## src/output_mixer_pkg.sv

```systemverilog
// package: register map, field layout, resets and carrier structs for the output mixer routing registers
package output_mixer_pkg;

  localparam int unsigned ADDR_W = 8;
  localparam int unsigned DATA_W = 9;

  // register addresses
  localparam logic [7:0] SPEAKER_OUTPUT_MIX_ROUTE_ADDR  = 8'h24;
  localparam logic [7:0] LEFT_HEADPHONE_MIX_ROUTE_ADDR  = 8'h2d;
  localparam logic [7:0] RIGHT_HEADPHONE_MIX_ROUTE_ADDR = 8'h2e;
  localparam logic [7:0] LEFT_HEADPHONE_MIX_GAIN_ADDR   = 8'h2f;
  localparam logic [7:0] RIGHT_HEADPHONE_MIX_GAIN_ADDR  = 8'h30;

  // field positions
  localparam int unsigned SPK_TO_OUT_BIT = 4;
  localparam int unsigned ROUTE_A1_BIT   = 6;
  localparam int unsigned ROUTE_B1_BIT   = 4;
  localparam int unsigned ROUTE_A2_BIT   = 2;
  localparam int unsigned ROUTE_B2_BIT   = 0;
  localparam int unsigned MUTE_BIT       = 8;
  localparam int unsigned ATTEN_A1_LSB   = 6;
  localparam int unsigned ATTEN_B1_LSB   = 4;
  localparam int unsigned ATTEN_A2_LSB   = 2;
  localparam int unsigned ATTEN_B2_LSB   = 0;

  // writable bits of each register
  localparam logic [8:0] SPK_ROUTE_MASK   = 9'h010;
  localparam logic [8:0] LEFT_ROUTE_MASK  = 9'h044;
  localparam logic [8:0] RIGHT_ROUTE_MASK = 9'h055;
  localparam logic [8:0] LEFT_GAIN_MASK   = 9'h1cc;
  localparam logic [8:0] RIGHT_GAIN_MASK  = 9'h1ff;

  // reset values
  localparam logic [8:0] SPK_ROUTE_RESET   = 9'h010;
  localparam logic [8:0] LEFT_ROUTE_RESET  = 9'h000;
  localparam logic [8:0] RIGHT_ROUTE_RESET = 9'h000;
  localparam logic [8:0] LEFT_GAIN_RESET   = 9'h100;
  localparam logic [8:0] RIGHT_GAIN_RESET  = 9'h100;

  // attenuation codes
  localparam logic [1:0] ATTEN_0DB  = 2'h0;
  localparam logic [1:0] ATTEN_6DB  = 2'h1;
  localparam logic [1:0] ATTEN_9DB  = 2'h2;
  localparam logic [1:0] ATTEN_12DB = 2'h3;
  localparam logic [3:0] ATTEN_DB_0  = 4'h0;
  localparam logic [3:0] ATTEN_DB_6  = 4'h6;
  localparam logic [3:0] ATTEN_DB_9  = 4'h9;
  localparam logic [3:0] ATTEN_DB_12 = 4'hc;

  typedef struct packed {
    logic                write;
    logic                read;
    logic [ADDR_W-1:0]   addr;
    logic [DATA_W-1:0]   wdata;
  } reg_req_s;

  typedef struct packed {
    logic                valid;
    logic                hit;
    logic [DATA_W-1:0]   rdata;
  } reg_rsp_s;

  // per-path analog settings; index 0=a1, 1=b1, 2=a2, 3=b2
  typedef struct packed {
    logic       mute;
    logic [3:0] routeEn;
    logic [7:0] attenCode;
    logic [15:0] attenDb;
  } mixer_ctrl_s;

endpackage

```

## src/output_mixer_routing_regs.sv

```systemverilog
// output mixer routing register bank with decoded analog control outputs
//
// Function
// - speaker output connect bit sits at bit 4 and resets to one
// - left route bits 6 and 2 connect a1 and a2, reset zero
// - right route bits 6,4,2,0 connect a1,b1,a2,b2, reset zero
// - each headphone gain register has mute at bit 8, reset one
// - left gain attenuation fields at 7:6 (a1) and 3:2 (a2), reset zero
// - right gain attenuation fields 7:6,5:4,3:2,1:0 for a1,b1,a2,b2
// - attenuation codes decode to 0, 6, 9 and 12 dB
// - left mixer has only a1 and a2 controls, right has all four
`timescale 1ns/1ps
`default_nettype none

module output_mixer_routing_regs (
  input  wire logic                       core_clk,
  input  wire logic                       rst_b,
  input  wire output_mixer_pkg::reg_req_s regReq,
  output var  output_mixer_pkg::reg_rsp_s regRsp,
  output logic                            spkMixerToSpkOutEn,
  output var  output_mixer_pkg::mixer_ctrl_s leftHpMixer,
  output var  output_mixer_pkg::mixer_ctrl_s rightHpMixer
);

  // ==========================================================
  // address decode
  wire selSpk   = regReq.addr == output_mixer_pkg::SPEAKER_OUTPUT_MIX_ROUTE_ADDR;
  wire selLRte  = regReq.addr == output_mixer_pkg::LEFT_HEADPHONE_MIX_ROUTE_ADDR;
  wire selRRte  = regReq.addr == output_mixer_pkg::RIGHT_HEADPHONE_MIX_ROUTE_ADDR;
  wire selLGain = regReq.addr == output_mixer_pkg::LEFT_HEADPHONE_MIX_GAIN_ADDR;
  wire selRGain = regReq.addr == output_mixer_pkg::RIGHT_HEADPHONE_MIX_GAIN_ADDR;
  wire anyHit   = selSpk | selLRte | selRRte | selLGain | selRGain;

  logic [8:0] speakerOutputMixRoute;
  logic [8:0] leftHeadphoneMixRoute;
  logic [8:0] rightHeadphoneMixRoute;
  logic [8:0] leftHeadphoneMixGain;
  logic [8:0] rightHeadphoneMixGain;

  // masking keeps unassigned bits at zero
  wire [8:0] next_speakerOutputMixRoute  = regReq.wdata & output_mixer_pkg::SPK_ROUTE_MASK;
  wire [8:0] next_leftHeadphoneMixRoute  = regReq.wdata & output_mixer_pkg::LEFT_ROUTE_MASK;
  wire [8:0] next_rightHeadphoneMixRoute = regReq.wdata & output_mixer_pkg::RIGHT_ROUTE_MASK;
  wire [8:0] next_leftHeadphoneMixGain   = regReq.wdata & output_mixer_pkg::LEFT_GAIN_MASK;
  wire [8:0] next_rightHeadphoneMixGain  = regReq.wdata & output_mixer_pkg::RIGHT_GAIN_MASK;

  wire [8:0] readMux = selSpk   ? speakerOutputMixRoute :
                       selLRte  ? leftHeadphoneMixRoute :
                       selRRte  ? rightHeadphoneMixRoute :
                       selLGain ? leftHeadphoneMixGain :
                       selRGain ? rightHeadphoneMixGain : 9'h000;

  // ==========================================================
  // register storage
  always_ff @(posedge core_clk or negedge rst_b) begin
    if (!rst_b) begin
      speakerOutputMixRoute  <= output_mixer_pkg::SPK_ROUTE_RESET;
      leftHeadphoneMixRoute  <= output_mixer_pkg::LEFT_ROUTE_RESET;
      rightHeadphoneMixRoute <= output_mixer_pkg::RIGHT_ROUTE_RESET;
      leftHeadphoneMixGain   <= output_mixer_pkg::LEFT_GAIN_RESET;
      rightHeadphoneMixGain  <= output_mixer_pkg::RIGHT_GAIN_RESET;
    end else if (regReq.write) begin
      if (selSpk)   speakerOutputMixRoute  <= next_speakerOutputMixRoute;
      if (selLRte)  leftHeadphoneMixRoute  <= next_leftHeadphoneMixRoute;
      if (selRRte)  rightHeadphoneMixRoute <= next_rightHeadphoneMixRoute;
      if (selLGain) leftHeadphoneMixGain   <= next_leftHeadphoneMixGain;
      if (selRGain) rightHeadphoneMixGain  <= next_rightHeadphoneMixGain;
    end
  end

  // read answer one cycle after the request
  always_ff @(posedge core_clk or negedge rst_b) begin
    if (!rst_b) begin
      regRsp <= '0;
    end else begin
      regRsp.valid <= regReq.read;
      regRsp.hit   <= regReq.read & anyHit;
      regRsp.rdata <= regReq.read ? readMux : 9'h000;
    end
  end

  // ==========================================================
  // decoded controls toward the analog mixers
  function automatic logic [3:0] attenDb(input logic [1:0] code);
    case (code)
      output_mixer_pkg::ATTEN_0DB:  attenDb = output_mixer_pkg::ATTEN_DB_0;
      output_mixer_pkg::ATTEN_6DB:  attenDb = output_mixer_pkg::ATTEN_DB_6;
      output_mixer_pkg::ATTEN_9DB:  attenDb = output_mixer_pkg::ATTEN_DB_9;
      default:                      attenDb = output_mixer_pkg::ATTEN_DB_12;
    endcase
  endfunction

  output_mixer_pkg::mixer_ctrl_s next_leftHpMixer;
  output_mixer_pkg::mixer_ctrl_s next_rightHpMixer;

  // path order a1,b1,a2,b2 maps to bit pairs 7:6,5:4,3:2,1:0
  genvar p;
  generate
    for (p = 0; p < 4; p++) begin : g_path
      localparam int unsigned LSB = 6 - 2 * p;
      assign next_leftHpMixer.routeEn[p]          = leftHeadphoneMixRoute[LSB];
      assign next_rightHpMixer.routeEn[p]         = rightHeadphoneMixRoute[LSB];
      assign next_leftHpMixer.attenCode[2*p +: 2] = leftHeadphoneMixGain[LSB +: 2];
      assign next_rightHpMixer.attenCode[2*p +: 2] = rightHeadphoneMixGain[LSB +: 2];
      assign next_leftHpMixer.attenDb[4*p +: 4]   = attenDb(leftHeadphoneMixGain[LSB +: 2]);
      assign next_rightHpMixer.attenDb[4*p +: 4]  = attenDb(rightHeadphoneMixGain[LSB +: 2]);
    end
  endgenerate
  assign next_leftHpMixer.mute  = leftHeadphoneMixGain[output_mixer_pkg::MUTE_BIT];
  assign next_rightHpMixer.mute = rightHeadphoneMixGain[output_mixer_pkg::MUTE_BIT];

  always_ff @(posedge core_clk or negedge rst_b) begin
    if (!rst_b) begin
      spkMixerToSpkOutEn <= output_mixer_pkg::SPK_ROUTE_RESET[output_mixer_pkg::SPK_TO_OUT_BIT];
      leftHpMixer        <= '0;
      rightHpMixer       <= '0;
      leftHpMixer.mute   <= output_mixer_pkg::LEFT_GAIN_RESET[output_mixer_pkg::MUTE_BIT];
      rightHpMixer.mute  <= output_mixer_pkg::RIGHT_GAIN_RESET[output_mixer_pkg::MUTE_BIT];
    end else begin
      spkMixerToSpkOutEn <= speakerOutputMixRoute[output_mixer_pkg::SPK_TO_OUT_BIT];
      leftHpMixer        <= next_leftHpMixer;
      rightHpMixer       <= next_rightHpMixer;
    end
  end

  // ==========================================================
  // checks
  a_spk_connect_follows: assert property (@(posedge core_clk) disable iff (!rst_b)
    regReq.write && selSpk |=> ##1 spkMixerToSpkOutEn == $past(regReq.wdata[4], 2))
    else $error("speaker connect output does not follow write");
  a_left_unused_zero: assert property (@(posedge core_clk) disable iff (!rst_b)
    (leftHeadphoneMixRoute & ~output_mixer_pkg::LEFT_ROUTE_MASK) == 9'h000
    && !leftHpMixer.routeEn[1] && !leftHpMixer.routeEn[3])
    else $error("left mixer exposes b inputs");
  a_right_route_map: assert property (@(posedge core_clk) disable iff (!rst_b)
    regReq.write && selRRte |=> ##1 rightHpMixer.routeEn == {$past(regReq.wdata[0], 2),
      $past(regReq.wdata[2], 2), $past(regReq.wdata[4], 2), $past(regReq.wdata[6], 2)})
    else $error("right route bits misplaced");
  a_left_route_map: assert property (@(posedge core_clk) disable iff (!rst_b)
    regReq.write && selLRte |=> ##1 leftHpMixer.routeEn[0] == $past(regReq.wdata[6], 2)
      && leftHpMixer.routeEn[2] == $past(regReq.wdata[2], 2))
    else $error("left route bits misplaced");
  a_mute_follows: assert property (@(posedge core_clk) disable iff (!rst_b)
    regReq.write && selLGain |=> ##1 leftHpMixer.mute == $past(regReq.wdata[8], 2))
    else $error("left mute does not follow write");
  a_right_gain_map: assert property (@(posedge core_clk) disable iff (!rst_b)
    regReq.write && selRGain |=> ##1 rightHpMixer.attenCode[1:0] == $past(regReq.wdata[7:6], 2)
      && rightHpMixer.attenCode[7:6] == $past(regReq.wdata[1:0], 2))
    else $error("right attenuation fields misplaced");
  a_left_gain_map: assert property (@(posedge core_clk) disable iff (!rst_b)
    regReq.write && selLGain |=> ##1 leftHpMixer.attenCode[5:4] == $past(regReq.wdata[3:2], 2))
    else $error("left a2 attenuation misplaced");
  a_atten_decode: assert property (@(posedge core_clk) disable iff (!rst_b)
    rightHpMixer.attenCode[1:0] == 2'h2 |-> rightHpMixer.attenDb[3:0] == 4'h9)
    else $error("attenuation decode wrong");
  a_read_unused_zero: assert property (@(posedge core_clk) disable iff (!rst_b)
    regReq.read && !anyHit |=> regRsp.valid && !regRsp.hit && regRsp.rdata == 9'h000)
    else $error("unmapped read not zero");

  // ==========================================================
  // reset state at the first edge after release, further field and bus checks
  a_reset_connect: assert property (@(posedge core_clk)
    $rose(rst_b) |-> spkMixerToSpkOutEn
      && speakerOutputMixRoute == output_mixer_pkg::SPK_ROUTE_RESET)
    else $error("speaker connect not set after reset");
  a_reset_mute: assert property (@(posedge core_clk)
    $rose(rst_b) |-> leftHpMixer.mute && rightHpMixer.mute)
    else $error("headphone mixers not muted after reset");
  a_reset_route_off: assert property (@(posedge core_clk)
    $rose(rst_b) |-> leftHpMixer.routeEn == 4'h0 && rightHpMixer.routeEn == 4'h0)
    else $error("mixer inputs connected after reset");
  a_reset_atten_zero: assert property (@(posedge core_clk)
    $rose(rst_b) |-> leftHpMixer.attenCode == 8'h00 && rightHpMixer.attenCode == 8'h00)
    else $error("attenuation not zero after reset");
  a_right_mute_follows: assert property (@(posedge core_clk) disable iff (!rst_b)
    regReq.write && selRGain |=> ##1 rightHpMixer.mute == $past(regReq.wdata[8], 2))
    else $error("right mute does not follow write");
  a_left_a1_gain: assert property (@(posedge core_clk) disable iff (!rst_b)
    regReq.write && selLGain |=> ##1 leftHpMixer.attenCode[1:0] == $past(regReq.wdata[7:6], 2))
    else $error("left a1 attenuation misplaced");
  a_right_mid_gain: assert property (@(posedge core_clk) disable iff (!rst_b)
    regReq.write && selRGain |=> ##1 rightHpMixer.attenCode[3:2] == $past(regReq.wdata[5:4], 2)
      && rightHpMixer.attenCode[5:4] == $past(regReq.wdata[3:2], 2))
    else $error("right b1 or a2 attenuation misplaced");
  a_decode_six: assert property (@(posedge core_clk) disable iff (!rst_b)
    leftHpMixer.attenCode[1:0] == 2'h1 |-> leftHpMixer.attenDb[3:0] == 4'h6)
    else $error("attenuation code one not six dB");
  a_decode_twelve: assert property (@(posedge core_clk) disable iff (!rst_b)
    rightHpMixer.attenCode[7:6] == 2'h3 |-> rightHpMixer.attenDb[15:12] == 4'hc)
    else $error("attenuation code three not twelve dB");
  a_decode_zero: assert property (@(posedge core_clk) disable iff (!rst_b)
    rightHpMixer.attenCode[5:4] == 2'h0 |-> rightHpMixer.attenDb[11:8] == 4'h0)
    else $error("attenuation code zero not zero dB");
  a_left_b_zero: assert property (@(posedge core_clk) disable iff (!rst_b)
    leftHpMixer.attenCode[3:2] == 2'h0 && leftHpMixer.attenCode[7:6] == 2'h0
    && leftHpMixer.attenDb[7:4] == 4'h0 && leftHpMixer.attenDb[15:12] == 4'h0)
    else $error("left mixer exposes b attenuation");
  a_unused_bits_zero: assert property (@(posedge core_clk) disable iff (!rst_b)
    (speakerOutputMixRoute & ~output_mixer_pkg::SPK_ROUTE_MASK) == 9'h000
    && (rightHeadphoneMixRoute & ~output_mixer_pkg::RIGHT_ROUTE_MASK) == 9'h000
    && (leftHeadphoneMixGain & ~output_mixer_pkg::LEFT_GAIN_MASK) == 9'h000)
    else $error("unassigned register bit set");
  a_unmapped_write_kept: assert property (@(posedge core_clk) disable iff (!rst_b)
    regReq.write && !anyHit |=> $stable(speakerOutputMixRoute) && $stable(leftHeadphoneMixRoute)
      && $stable(rightHeadphoneMixRoute) && $stable(leftHeadphoneMixGain)
      && $stable(rightHeadphoneMixGain))
    else $error("unmapped write changed a register");
  a_read_mapped_hit: assert property (@(posedge core_clk) disable iff (!rst_b)
    regReq.read && anyHit |=> regRsp.valid && regRsp.hit)
    else $error("mapped read not answered as hit");
  a_read_old_value: assert property (@(posedge core_clk) disable iff (!rst_b)
    regReq.read && selRGain |=> regRsp.rdata == $past(rightHeadphoneMixGain))
    else $error("right gain read back wrong");
  a_idle_no_answer: assert property (@(posedge core_clk) disable iff (!rst_b)
    !regReq.read |=> !regRsp.valid && regRsp.rdata == 9'h000)
    else $error("answer without read request");

endmodule

`default_nettype wire

```

## config.mk

```make
export PLATFORM = sky130hd
export DESIGN_NAME = output_mixer_routing_regs
export DESIGN_NICKNAME = d
export VERILOG_FILES = /design/src/output_mixer_pkg.sv /design/src/output_mixer_routing_regs.sv
export SDC_FILE = /design/constraint.sdc
export NUM_CORES = 1
export LEC_CHECK = 0
export ABC_CLOCK_PERIOD_IN_PS = 1880
export BUFFER_PORTS_ARGS = -buffer_cell sky130_fd_sc_hd__buf_2
export CAP_MARGIN = 10
export CORE_ASPECT_RATIO = 1.25
export CORE_MARGIN = 2
export CORE_UTILIZATION = 54
export CTS_BUF_LIST = sky130_fd_sc_hd__clkbuf_16
export CTS_CLUSTER_SIZE = 16
export DETAILED_ROUTE_END_ITERATION = 7
export GPL_ROUTABILITY_DRIVEN = 1
export PLACE_DENSITY = 0.84
export RECOVER_POWER = 25
export REMOVE_ABC_BUFFERS = 1
export SYNTH_ARGS = -nofsm -noshare
export SYNTH_HDL_FRONTEND = slang
export SYNTH_SLANG_ARGS = --single-unit
```

## constraint.sdc

```tcl
create_clock -name core_clk -period 1.88 [get_ports core_clk]
set_clock_uncertainty 0.05 [all_clocks]
set_input_delay 0.282 -clock core_clk [delete_from_list [all_inputs] [get_ports core_clk]]
set_output_delay 0.282 -clock core_clk [all_outputs]
set_load 0.1 [all_outputs]
```

==> implementation parameters, run 1 <==
Parameter                              Value

Status
  Outcome ... finished, final reports clean

Critical path
  Crit. path cell count ... 1
  Crit path cell chain ... buf_2
  Slack of the worst reg-to-reg path ... 0.64 ns
  Worst r2r path cells ... 4
  R2r endpoint ... regRsp[6]$_DFF_PN0_
  Critical path buffer and inverter count ... 1
  Startpoint-to-endpoint class of the critical path ... reg2out
  Cell with the largest stage delay on the worst path ... dfstp_2
  Largest incremental delay on the critical path ... 0.51 ns
  Reg-to-reg startpoint ... leftHeadphoneMixGain[6]$_DFFE_PN0P_
  Crit path capture type ... output pin
  Crit path DAT ... 1.26 ns
  Worst endpoint required time ... 1.55 ns
  Worst setup SP type ... flip-flop
  Worst-path fanout max ... 1
  Top Family by Delay on Critical Path ... flip-flops

Placement
  Worst Setup Slack post-DPL ... -0.008237 ns
  Area of placed instances ... 3226 µm²
  GPL Wtd Cong ... 0.8334
  Cell count after placement ... 324
  IO Port Bufs ... 76
  Post-detailed-placement half-perimeter wirelength ... 3684 µm

Clock tree
  Clock-pin slew reported for the worst setup and hold paths after clock tree synthesis ... 0.05 ns
  Clock sink count ... 77
  TritonCTS clock tree ... done
  Clk Latency, worst-skew pair ... 0.32 ns
  Root cell of the clock tree ... clkbuf_16
  Buffers inserted during post-CTS setup optimization ... 0
  Bufs on Longest Clock Path ... 2
  Cts bufs inserted ... 9
  H-tree levels ... 3

Drt
  Detailed-route wire length ... 5212 µm
  Number of routed nets with antenna violations ... 0
  Residual DRC count ... 0
  Total via count in the routed design ... 1713
  Routed length per placed instance ... 15.28 µm
  DR iter-0 viols ... 67
  DR vias/cell ... 5.023
  Number of detailed-routing iterations run before antenna repair ... 4

Global routing
  Leftover overflow at the end of global routing ... 0
  Pin count of the biggest net entering global routing ... 42
  Number of global-route vias before repair ... 1688
  Total track usage ... 20.01%
  First-pass GRT wire length ... 8259 µm
  Number of antenna violations at the first check in global routing ... 0

Yosys
  Top cells by area in the synthesized netlist ... dfrtp_1 63%, dfstp_2 5.6%, mux2_4 4.8%
  Most instantiated flip-flop cell in the synthesis netlist ... dfrtp_1
  Share of synthesized area occupied by flip-flops and latches ... 68.56%
  Synth area leader ... dfrtp_1
  Commonest cells post-synth ... 71 x dfrtp_1, 14 x buf_4, 14 x clkbuf_1
  Count of unique library cells instantiated by Yosys ... 36
  Number of synthesized flops with an enable pin ... 0
  Synth Register Bits ... 77
  Yosys warnings ... 0
  Area share of the leading cell type in the synthesized netlist ... 62.97%
  Post-Syn Area ... 2821 µm²
  Mean area per synthesized cell ... 14.47 µm²
  Fraction of synthesis flops using an asynchronous set or reset pin ... 100.0%
  Most used standard cell by instance count after synthesis ... dfrtp_1
  Syn Inst Count ... 195

Floorplan
  Num ports ... 91
  FP Rows ... 29
  Initial Util ... 55.94%
  Vertical die dimension ... 84.82 µm
  Core footprint ... 5044 µm²
  Die boundary width ... 68.65 µm
  Die ar. ... 5823 µm²

Layout
  Layout cells sized above 1 ... 45.16%
  Layout Cells excl Fill ... 341
  Layout Area Growth over Synthesis ... 25.41%
  Final design instance area without fill ... 3538 µm²
  Core utilization of the finished layout ... 70.16%
  Filler cells ... 360
  Antenna Cells ... 0
  Net count of the finished layout ... 295

Timing
  Setup slack after layout ... 0.2911 ns
  Worst slew slack as a fraction of its limit ... 40.04%
  Share of the clock period used by the worst path ... 84.52%
  Setup violators final ... 0
  Max Clock Freq ... 629.4 MHz
  Number of failing hold endpoints at the final stage ... 0
  RSZ-0062 raised after global routing ... no
  Minimum clock period ... 1.589 ns
  Total count of max-transition violations in the final report ... 0
  Worst Tran Pin Value ... 0.8994 ns

Run
  Max cap viols ... 0

Min path
  Worst-case hold path end point ... rightHeadphoneMixGain[5]$_DFFE_PN0P_
  Path category of the worst min-delay check ... in2reg
  Instance count along the most critical hold path ... 2
  Startpoint of the tightest hold check path ... regReq[5]

Power and ir drop
  Maximum ir drop on the vdd rail ... 0.8214 mV
  Power per unit of standard cell area ... 1177 nW/µm²
  Leakage power ... 1.995 nW
[through the flow]
stage          hold slack, ns  power, mW    TNS, ns
3_5_place_dp           0.2221      2.473  -0.009802
2_1_floorplan        -0.06359      2.319    -0.2644
4_1_cts                0.1075      4.217          0
5_1_grt                0.1547      4.299          0
6_report               0.1606      4.166          0
3_3_place_gp           0.2124      2.463          0
[power breakdown]
group / total [mW] / internal, mW / switching [mW]
logic: 0.676 / 0.0973 / 0.578
clock network: 1.72 / 1.14 / 0.583
registers: 1.77 / 1.73 / 0.0376
[layer usage]
layer | wire, µm | vias to the layer above | part of all wire [%] | track usage (%)
met2 | 2738 | 66 | 53 | 30.42
met3 | 313 | 14 | 6.0 | 5.172
li1 | - | 783 | - | -
met4 | 143 | 0 | 2.7 | 12.00
met1 | 2016 | 850 | 39 | 25.37
met5 | 0 | - | 0 | 0
[cells by family (layout without fill, tap and decap cells)]
logic type | count (synthesis) | after routing | synth area share [%]
muxes | 21 | 21 | 9.579
xor gates and xnor gates | 2 | 2 | 0.6210
buffers and inverters | 33 | 104 | 6.829
AOI/OAI and AO/OA | 18 | 18 | 4.656
DFF | 77 | 77 | 68.56
and+or+nand+nor | 43 | 43 | 9.623
other | 1 | 14 | 0.1329
[flip-flops by register name, indices dropped and copies added (netlist names)]
register / cells
leftHeadphoneMixGain: 5
leftHeadphoneMixRoute: 2
leftHpMixer: 15
regRsp: 11
rightHeadphoneMixGain: 9
rightHeadphoneMixRoute: 4
rightHpMixer: 29
speakerOutputMixRoute: 1
spkMixerToSpkOutEn: 1
[worst reg2reg max path, stage by stage (launching register included)]
cell	delay, ns
dfrtp_1	0.43
nand2b_1	0.17
a22o_1	0.19
a22oi_1	0.19
a211oi_1	0.09
[worst max path at each step]
stage	start	to	slack, ns
2_1_floorplan	regReq[16]	rightHeadphoneMixGain[0]$_DFFE_PN0P_	-0.03
3_3_place_gp	regReq[16]	rightHeadphoneMixGain[3]$_DFFE_PN0P_	0.04
3_5_place_dp	regReq[16]	rightHeadphoneMixGain[3]$_DFFE_PN0P_	-0.008
4_1_cts	rightHpMixer[28]$_DFF_PN1_	rightHpMixer[28]	0.27
5_1_grt	rst_b	leftHpMixer[28]$_DFF_PN1_	0.24
6_report	rightHpMixer[28]$_DFF_PN1_	rightHpMixer[28]	0.29
[layout make-up]
| type | instances | area [µm²] | area share, % |
|---|---|---|---|
| sequential | 77 | 1934 | 54.67 |
| clock buffer | 9 | 225.2 | 6.365 |
| clock inverter | 7 | 81.33 | 2.298 |
| multi-input combinational | 98 | 743.2 | 21.00 |
| tap | 62 | 77.57 | 2.192 |
| inverter | 2 | 7.507 | 0.2122 |
| timing repair buffer | 86 | 469.2 | 13.26 |
[placed cells by master (no fill, tap or decap), types with 2 or more instances in the layout]
cell	n
clkinv_1	2
dfstp_2	3
mux2_4	9
nor2_1	8
dfrtp_1	71
nor2b_1	13
nand2b_1	2
buf_4	8
dfstp_1	3
nand2_1	3
nor3_1	2
a211oi_1	2
inv_1	3
clkinv_2	2
bufinv_16	2
and3_1	2
mux2_2	12
a22o_1	2
xor2_1	2
nand3b_1	2
nand4_1	2
o21ai_0	3
a32oi_1	2
nand3_1	2
buf_2	74
clkbuf_16	9
conb_1	14
a22oi_1	5
[repair_timing]
item                                    4_1_cts  5_1_grt
gates resized for setup                       0        0
endpoints found under the hold margin        34        0
endpoints found under the setup margin        0        0
hold buffers                                  1        0
Power figures use the tool's default switching activity.
==> run 2: changes to the inputs <==
--- a/config.mk
+++ b/config.mk
@@ -5,17 +5,17 @@
 export SDC_FILE = /design/constraint.sdc
 export NUM_CORES = 1
 export LEC_CHECK = 0
-export ABC_CLOCK_PERIOD_IN_PS = 1880
+export ABC_CLOCK_PERIOD_IN_PS = 1600
 export BUFFER_PORTS_ARGS = -buffer_cell sky130_fd_sc_hd__buf_2
 export CAP_MARGIN = 10
 export CORE_ASPECT_RATIO = 1.25
 export CORE_MARGIN = 2
-export CORE_UTILIZATION = 54
+export CORE_UTILIZATION = 50
 export CTS_BUF_LIST = sky130_fd_sc_hd__clkbuf_16
 export CTS_CLUSTER_SIZE = 16
 export DETAILED_ROUTE_END_ITERATION = 7
 export GPL_ROUTABILITY_DRIVEN = 1
-export PLACE_DENSITY = 0.84
+export PLACE_DENSITY = 0.79
 export RECOVER_POWER = 25
 export REMOVE_ABC_BUFFERS = 1
 export SYNTH_ARGS = -nofsm -noshare
==> constraint.sdc (replaced) <==
create_clock -name core_clk -period 1.6 [get_ports core_clk]
set_clock_uncertainty 0.05 [all_clocks]
set_input_delay 0.24 -clock core_clk [delete_from_list [all_inputs] [get_ports core_clk]]
set_output_delay 0.24 -clock core_clk [all_outputs]
set_load 0.1 [all_outputs]
==> implementation parameters, run 2 (synthesis results as in run 1) <==
Parameter                              Value

Floorplan
  Num ports ... 91 (unchanged)
  Vertical die dimension ... 87.99 µm (+3.7%)
  Initial Util ... 51.84% (-4.1 points)
  FP Rows ... 30 (+3.4%)
  Core footprint ... 5443 µm² (+7.9%)
  Die boundary width ... 71.19 µm (+3.7%)
  Die ar. ... 6264 µm² (+7.6%)

Critical path
  Largest incremental delay on the critical path ... 0.53 ns (+0.02 ns)
  Crit path capture type ... output pin
  Top Family by Delay on Critical Path ... flip-flops
  Cell with the largest stage delay on the worst path ... dfstp_2
  Worst setup SP type ... flip-flop
  Crit path DAT ... 1.27 ns (about the same)
  Worst-path fanout max ... 1 (unchanged)
  Critical path buffer and inverter count ... 1 (unchanged)
  Worst endpoint required time ... 1.31 ns (-0.24 ns)
  Startpoint-to-endpoint class of the critical path ... reg2out
  Crit path cell chain ... buf_2

Power and ir drop
  Leakage power ... 2.028 nW (+1.6%)
  Maximum ir drop on the vdd rail ... 0.7413 mV (-9.7%)
  Power per unit of standard cell area ... 1375 nW/µm² (+17%)

Timing
  Total count of max-transition violations in the final report ... 0 (unchanged)
  Max Clock Freq ... 640.9 MHz
  RSZ-0062 raised after global routing ... no
  Minimum clock period ... 1.560 ns
  Number of failing hold endpoints at the final stage ... 0 (unchanged)
  Worst Tran Pin Value ... 0.9178 ns (+0.01847 ns)
  Share of the clock period used by the worst path ... 97.52%
  Worst slew slack as a fraction of its limit ... 38.81% (-1.2 points)
  Setup violators final ... 0 (unchanged)
  Final setup TNS ... 0 ns (unchanged)

Drt
  Detailed-route wire length ... 5446 µm (+4.5%)
  Number of routed nets with antenna violations ... 0 (unchanged)
  Total via count in the routed design ... 1739 (+1.5%)
  DR iter-0 viols ... 126 (+88%)
  Number of detailed-routing iterations run before antenna repair ... 4 (unchanged)
  Residual DRC count ... 0 (unchanged)
  Routed length per placed instance ... 15.56 µm (+1.8%)
  DR vias/cell ... 4.969 (-1.1%)

Layout
  Filler cells ... 386 (+7.2%)
  Leading cell types in the layout, fill and taps excluded ... 74 x buf_2, 71 x dfrtp_1, 14 x conb_1, 14 x buf_4, 13 x nor2b_1
  Net count of the finished layout ... 302 (+2.4%)
  Core utilization of the finished layout ... 66.55% (-3.6 points)
  Largest registers in the final layout ... rightHpMixer: 29 flops, leftHpMixer: 15 flops, regRsp: 11 flops
  Register bank with the most flops ... rightHpMixer
  Layout Area Growth over Synthesis ... 28.38%
  Antenna Cells ... 0 (unchanged)
  Final design instance area without fill ... 3622 µm² (+2.4%)
  Most common cell after layout, fill and taps aside ... buf_2
  Flip-flop count of the largest register after layout ... 29 (unchanged)
  Layout cells sized above 1 ... 47.90% (+2.7 points)
  Layout Cells excl Fill ... 350 (+2.6%)

Placement
  Post-detailed-placement half-perimeter wirelength ... 3741 µm (+1.6%)
  Area of placed instances ... 3293 µm² (+2.1%)
  Cell count after placement ... 333 (+2.8%)
  GPL Wtd Cong ... 0.8520 (+2.2%)
  IO Port Bufs ... 76 (unchanged)

Clock tree
  Cts bufs inserted ... 9 (unchanged)
  Clock-pin slew reported for the worst setup and hold paths after clock tree synthesis ... 0.06 ns (about the same)
  Root cell of the clock tree ... clkbuf_16
  Clk Latency, worst-skew pair ... 0.33 ns (about the same)
  Bufs on Longest Clock Path ... 2 (unchanged)
  Clock sink count ... 77 (unchanged)
  TritonCTS clock tree ... done
  H-tree levels ... 3 (unchanged)

Global routing
  Total track usage ... 17.96% (-2.1 points)
  Leftover overflow at the end of global routing ... 0 (unchanged)
  Number of global-route vias before repair ... 1692 (+0.24%)
  Pin count of the biggest net entering global routing ... 36 (-14%)
  First-pass GRT wire length ... 8369 µm (+1.3%)
  Number of antenna violations at the first check in global routing ... 0 (unchanged)

Status
  Outcome ... finished, final reports clean

Min path
  Path category of the worst min-delay check ... in2reg

Run
  Max cap viols ... 0 (unchanged)
run 2: cell count changes in the layout (fill, tap and decap cells not counted), sizes merged:
cell	change
buf	+7
clkinvlp	+3
clkinv	-3
run 2: worst paths after layout:
path,from,end,slack [ns],cells after the start
worst max-delay path,spkMixerToSpkOutEn$_DFF_PN1_,spkMixerToSpkOutEn,0.04,1
max in group asynchronous,rst_b,spkMixerToSpkOutEn$_DFF_PN1_,0.25,3
min in group asynchronous,rst_b,leftHpMixer[16]$_DFF_PN0_,0.53,2
worst min-delay path,regReq[1],rightHeadphoneMixGain[1]$_DFFE_PN0P_,0.10,2
worst min register to register,leftHeadphoneMixGain[8]$_DFFE_PN1P_,leftHpMixer[28]$_DFF_PN1_,0.34,0
worst max register to register,leftHeadphoneMixGain[2]$_DFFE_PN0P_,regRsp[2]$_DFF_PN0_,0.33,4
run 2: metrics by stage:
stage | setup WS [ns] | hold slack (ns) | power, mW
detailed placement | -0.2169 | 0.1749 | 2.921
floorplan | -0.2710 | -0.1056 | 2.724
CTS | 0.01940 | 0.05117 | 5.029
global route | 0.02117 | 0.09319 | 5.150
global placement | -0.1635 | 0.1669 | 2.913
finish | 0.03960 | 0.1034 | 4.981
run 2: layer usage:
metal  vias up  GRT usage [%]  share of wire (%)
li1        794              -                  -
met1       862          20.54                 38
met2        70          30.39                 54
met3        13          4.948                5.9
met4         0          10.12                2.2
met5         -              0                  0
run 2: cell type report:
type                       instances  area [µm²]  area share [%]
clock buffer                       9       225.2           6.218
clock inverter                     7       91.34           2.522
inverter                           2       7.507          0.2073
multi-input combinational         98       749.5           20.69
sequential                        77        1934           53.40
tap                               64       80.08           2.211
timing repair buffer              93       534.3           14.75
run 2: power by group:
group | switching (mW) | leakage (nW) | internal [mW]
logic | 0.684 | 0.838 | 0.128
clock network | 0.738 | 0.149 | 1.35
registers | 0.0449 | 1.04 | 2.03
run 2: what timing repair did:
item	in CTS	in global routing
hold buffers	1	0
endpoints found under the setup margin	0	1
endpoints found under the hold margin	30	0
gates resized for setup	0	2
buffers inserted	0	0
==> run 3: changes to the inputs <==
--- a/config.mk
+++ b/config.mk
@@ -18,6 +18,7 @@
 export PLACE_DENSITY = 0.79
 export RECOVER_POWER = 25
 export REMOVE_ABC_BUFFERS = 1
+export SETUP_SLACK_MARGIN = 0.15
 export SYNTH_ARGS = -nofsm -noshare
 export SYNTH_HDL_FRONTEND = slang
 export SYNTH_SLANG_ARGS = --single-unit
==> implementation parameters, run 3 (synthesis results as in run 1) <==
Parameter                              Value

Global routing
  Number of global-route vias before repair ... 1692 (unchanged)
  Number of antenna violations at the first check in global routing ... 0 (unchanged)
  First-pass GRT wire length ... 8362 µm (about the same)
  Pin count of the biggest net entering global routing ... 36 (unchanged)
  Total track usage ... 17.96% (unchanged)
  Leftover overflow at the end of global routing ... 0 (unchanged)

Clock tree
  TritonCTS clock tree ... done
  Clock sink count ... 77 (unchanged)
  Root cell of the clock tree ... clkbuf_16
  H-tree levels ... 3 (unchanged)
  Cts bufs inserted ... 9 (unchanged)
  Clock-pin slew reported for the worst setup and hold paths after clock tree synthesis ... 0.06 ns (about the same)
  Clk Latency, worst-skew pair ... 0.33 ns (about the same)
  Bufs on Longest Clock Path ... 2 (unchanged)

Timing
  Max Clock Freq ... 696.1 MHz (+8.6%)
  RSZ-0062 raised after global routing ... yes
  Share of the clock period used by the worst path ... 89.79% (-7.7 points)
  Setup slack after layout ... 0.1634 ns (+0.1238 ns)
  Worst slew slack as a fraction of its limit ... 38.91% (+0.10 points)
  Total count of max-transition violations in the final report ... 0 (unchanged)
  Number of failing hold endpoints at the final stage ... 0 (unchanged)
  Setup violators final ... 0 (unchanged)
  Worst Tran Pin Value ... 0.9164 ns (-0.001495 ns)
  Minimum clock period ... 1.437 ns (-0.1238 ns)

Critical path
  Worst setup SP type ... input pin
  Reg-to-reg startpoint ... leftHeadphoneMixGain[2]$_DFFE_PN0P_
  Critical path buffer and inverter count ... 2 (+1)
  Crit path cell chain ... buf_2, or3b_1, and4b_2, buf_12, nand2_8, mux2_4
  R2r endpoint ... regRsp[2]$_DFF_PN0_
  Slack of the worst reg-to-reg path ... 0.32 ns (about the same)
  Worst r2r path cells ... 4 (unchanged)
  Cell with the largest stage delay on the worst path ... or3b_1
  Crit path capture type ... flip-flop
  Worst-path fanout max ... 9 (+8)
  Top Family by Delay on Critical Path ... simple AND/OR/NAND/NOR gates
  Crit path DAT ... 1.60 ns (+0.33 ns)
  Worst endpoint required time ... 1.76 ns (+0.45 ns)
  Largest incremental delay on the critical path ... 0.40 ns (-0.13 ns)
  Startpoint-to-endpoint class of the critical path ... in2reg

Placement
  Cell count after placement ... 333 (unchanged)
  IO Port Bufs ... 76 (unchanged)
  Post-detailed-placement half-perimeter wirelength ... 3741 µm (unchanged)
  GPL Wtd Cong ... 0.8520 (unchanged)
  Worst Setup Slack post-DPL ... -0.2169 ns (unchanged)

Min path
  Instance count along the most critical hold path ... 2 (unchanged)
  Worst-case hold path end point ... rightHeadphoneMixGain[1]$_DFFE_PN0P_
  Path category of the worst min-delay check ... in2reg
  Startpoint of the tightest hold check path ... regReq[1]

Layout
  Layout Area Growth over Synthesis ... 29.71%
  Register bank with the most flops ... rightHpMixer
  Flip-flop count of the largest register after layout ... 29 (unchanged)
  Footprint of the flip-flops and latches ... 1934 µm² (unchanged)
  Layout Cells excl Fill ... 351 (+0.29%)
  Leading cell types in the layout, fill and taps excluded ... 71 x buf_2, 71 x dfrtp_1, 17 x buf_4
  Largest registers in the final layout ... rightHpMixer: 29 flops, leftHpMixer: 15 flops, regRsp: 11 flops
  Net count of the finished layout ... 303 (+0.33%)
  Antenna Cells ... 0 (unchanged)
  Total area of multi-input combinational cells ... 759.5 µm² (+1.3%)
  Filler cells ... 377 (-2.3%)
  Layout cells sized above 1 ... 49.13% (+1.2 points)

Drt
  Routed length per placed instance ... 15.75 µm (+1.3%)
  Number of detailed-routing iterations run before antenna repair ... 4 (unchanged)
  DR iter-0 viols ... 103 (-18%)
  Total via count in the routed design ... 1749 (+0.58%)
  Residual DRC count ... 0 (unchanged)
  DR vias/cell ... 4.983 (+0.29%)
  Number of routed nets with antenna violations ... 0 (unchanged)
  Detailed-route wire length ... 5530 µm (+1.5%)

Power and ir drop
  Maximum ir drop on the vdd rail ... 0.7478 mV (+0.87%)
  Power per unit of standard cell area ... 1363 nW/µm² (-0.88%)
  Leakage power ... 2.037 nW (+0.42%)

Run
  Max cap viols ... 0 (unchanged)

Floorplan
  Die boundary width ... 71.19 µm (unchanged)
  Core footprint ... 5443 µm² (unchanged)
  Die ar. ... 6264 µm² (unchanged)
  FP Rows ... 30 (unchanged)
  Initial Util ... 51.84% (unchanged)
  Vertical die dimension ... 87.99 µm (unchanged)
  Num ports ... 91 (unchanged)

Status
  Outcome ... finished, final reports clean
## run 3: cell types whose count changed in the layout (fill, tap and decap cells not counted), sizes merged
| cell | change |
|---|---|
| buf | +1 |
## run 3: how the worst max path moves through the flow
stage	cells after the start	startpoint	end
2_1_floorplan	4	regReq[16]	rightHeadphoneMixGain[0]$_DFFE_PN0P_
3_3_place_gp	6	regReq[16]	regRsp[6]$_DFF_PN0_
3_5_place_dp	6	regReq[16]	regRsp[2]$_DFF_PN0_
4_1_cts	6	regReq[16]	regRsp[2]$_DFF_PN0_
5_1_grt	3	rst_b	spkMixerToSpkOutEn$_DFF_PN1_
6_report	6	regReq[16]	rightHeadphoneMixGain[1]$_DFFE_PN0P_
## run 3: power by group
group	switching [mW]	total (mW)	internal (mW)
sequential	0.0449	2.08	2.03
combinational	0.686	0.816	0.131
clock	0.741	2.10	1.35
total	1.47	4.99	3.52
## run 3: per-stage QoR
stage                     util, %  setup TNS (ns)  hold slack [ns]  power [mW]  cell area (µm²)
after floorplan                 -          -2.926          -0.1056       2.724             2685
after detailed placement    60.51          -3.538           0.1749       2.921             3293
after global routing        67.24               0          0.09495       5.151             3660
after global placement      60.51          -3.198           0.1669       2.913             3293
after CTS                   66.67               0          0.05117       5.032             3628
final                       67.24               0           0.1052       4.988             3660
## run 3: cell type report
cell class	count	share of cell area, %
repair buffers	94	15.35
inverters	2	0.2051
clock buffers	9	6.154
flip-flops and latches	77	52.85
clock inverters	7	2.496
well taps	64	2.188
multi-input cells	98	20.75
## run 3: repair_timing
item | CTS | global route
buffers inserted | 0 | 1
resized for setup | 4 | 4
cloned | 0 | 0
endpoints found under the setup margin | 4 | 11
endpoints found under the hold margin | 30 | 0
hold buffers | 1 | 0
## run 3: routing by layer
metal	up-vias	global-route usage [%]	share of wire [%]
met5	-	0	0
met4	0	10.12	2.6
met3	14	4.948	6.4
met2	84	30.39	53
met1	858	20.54	38
li1	793	-	-
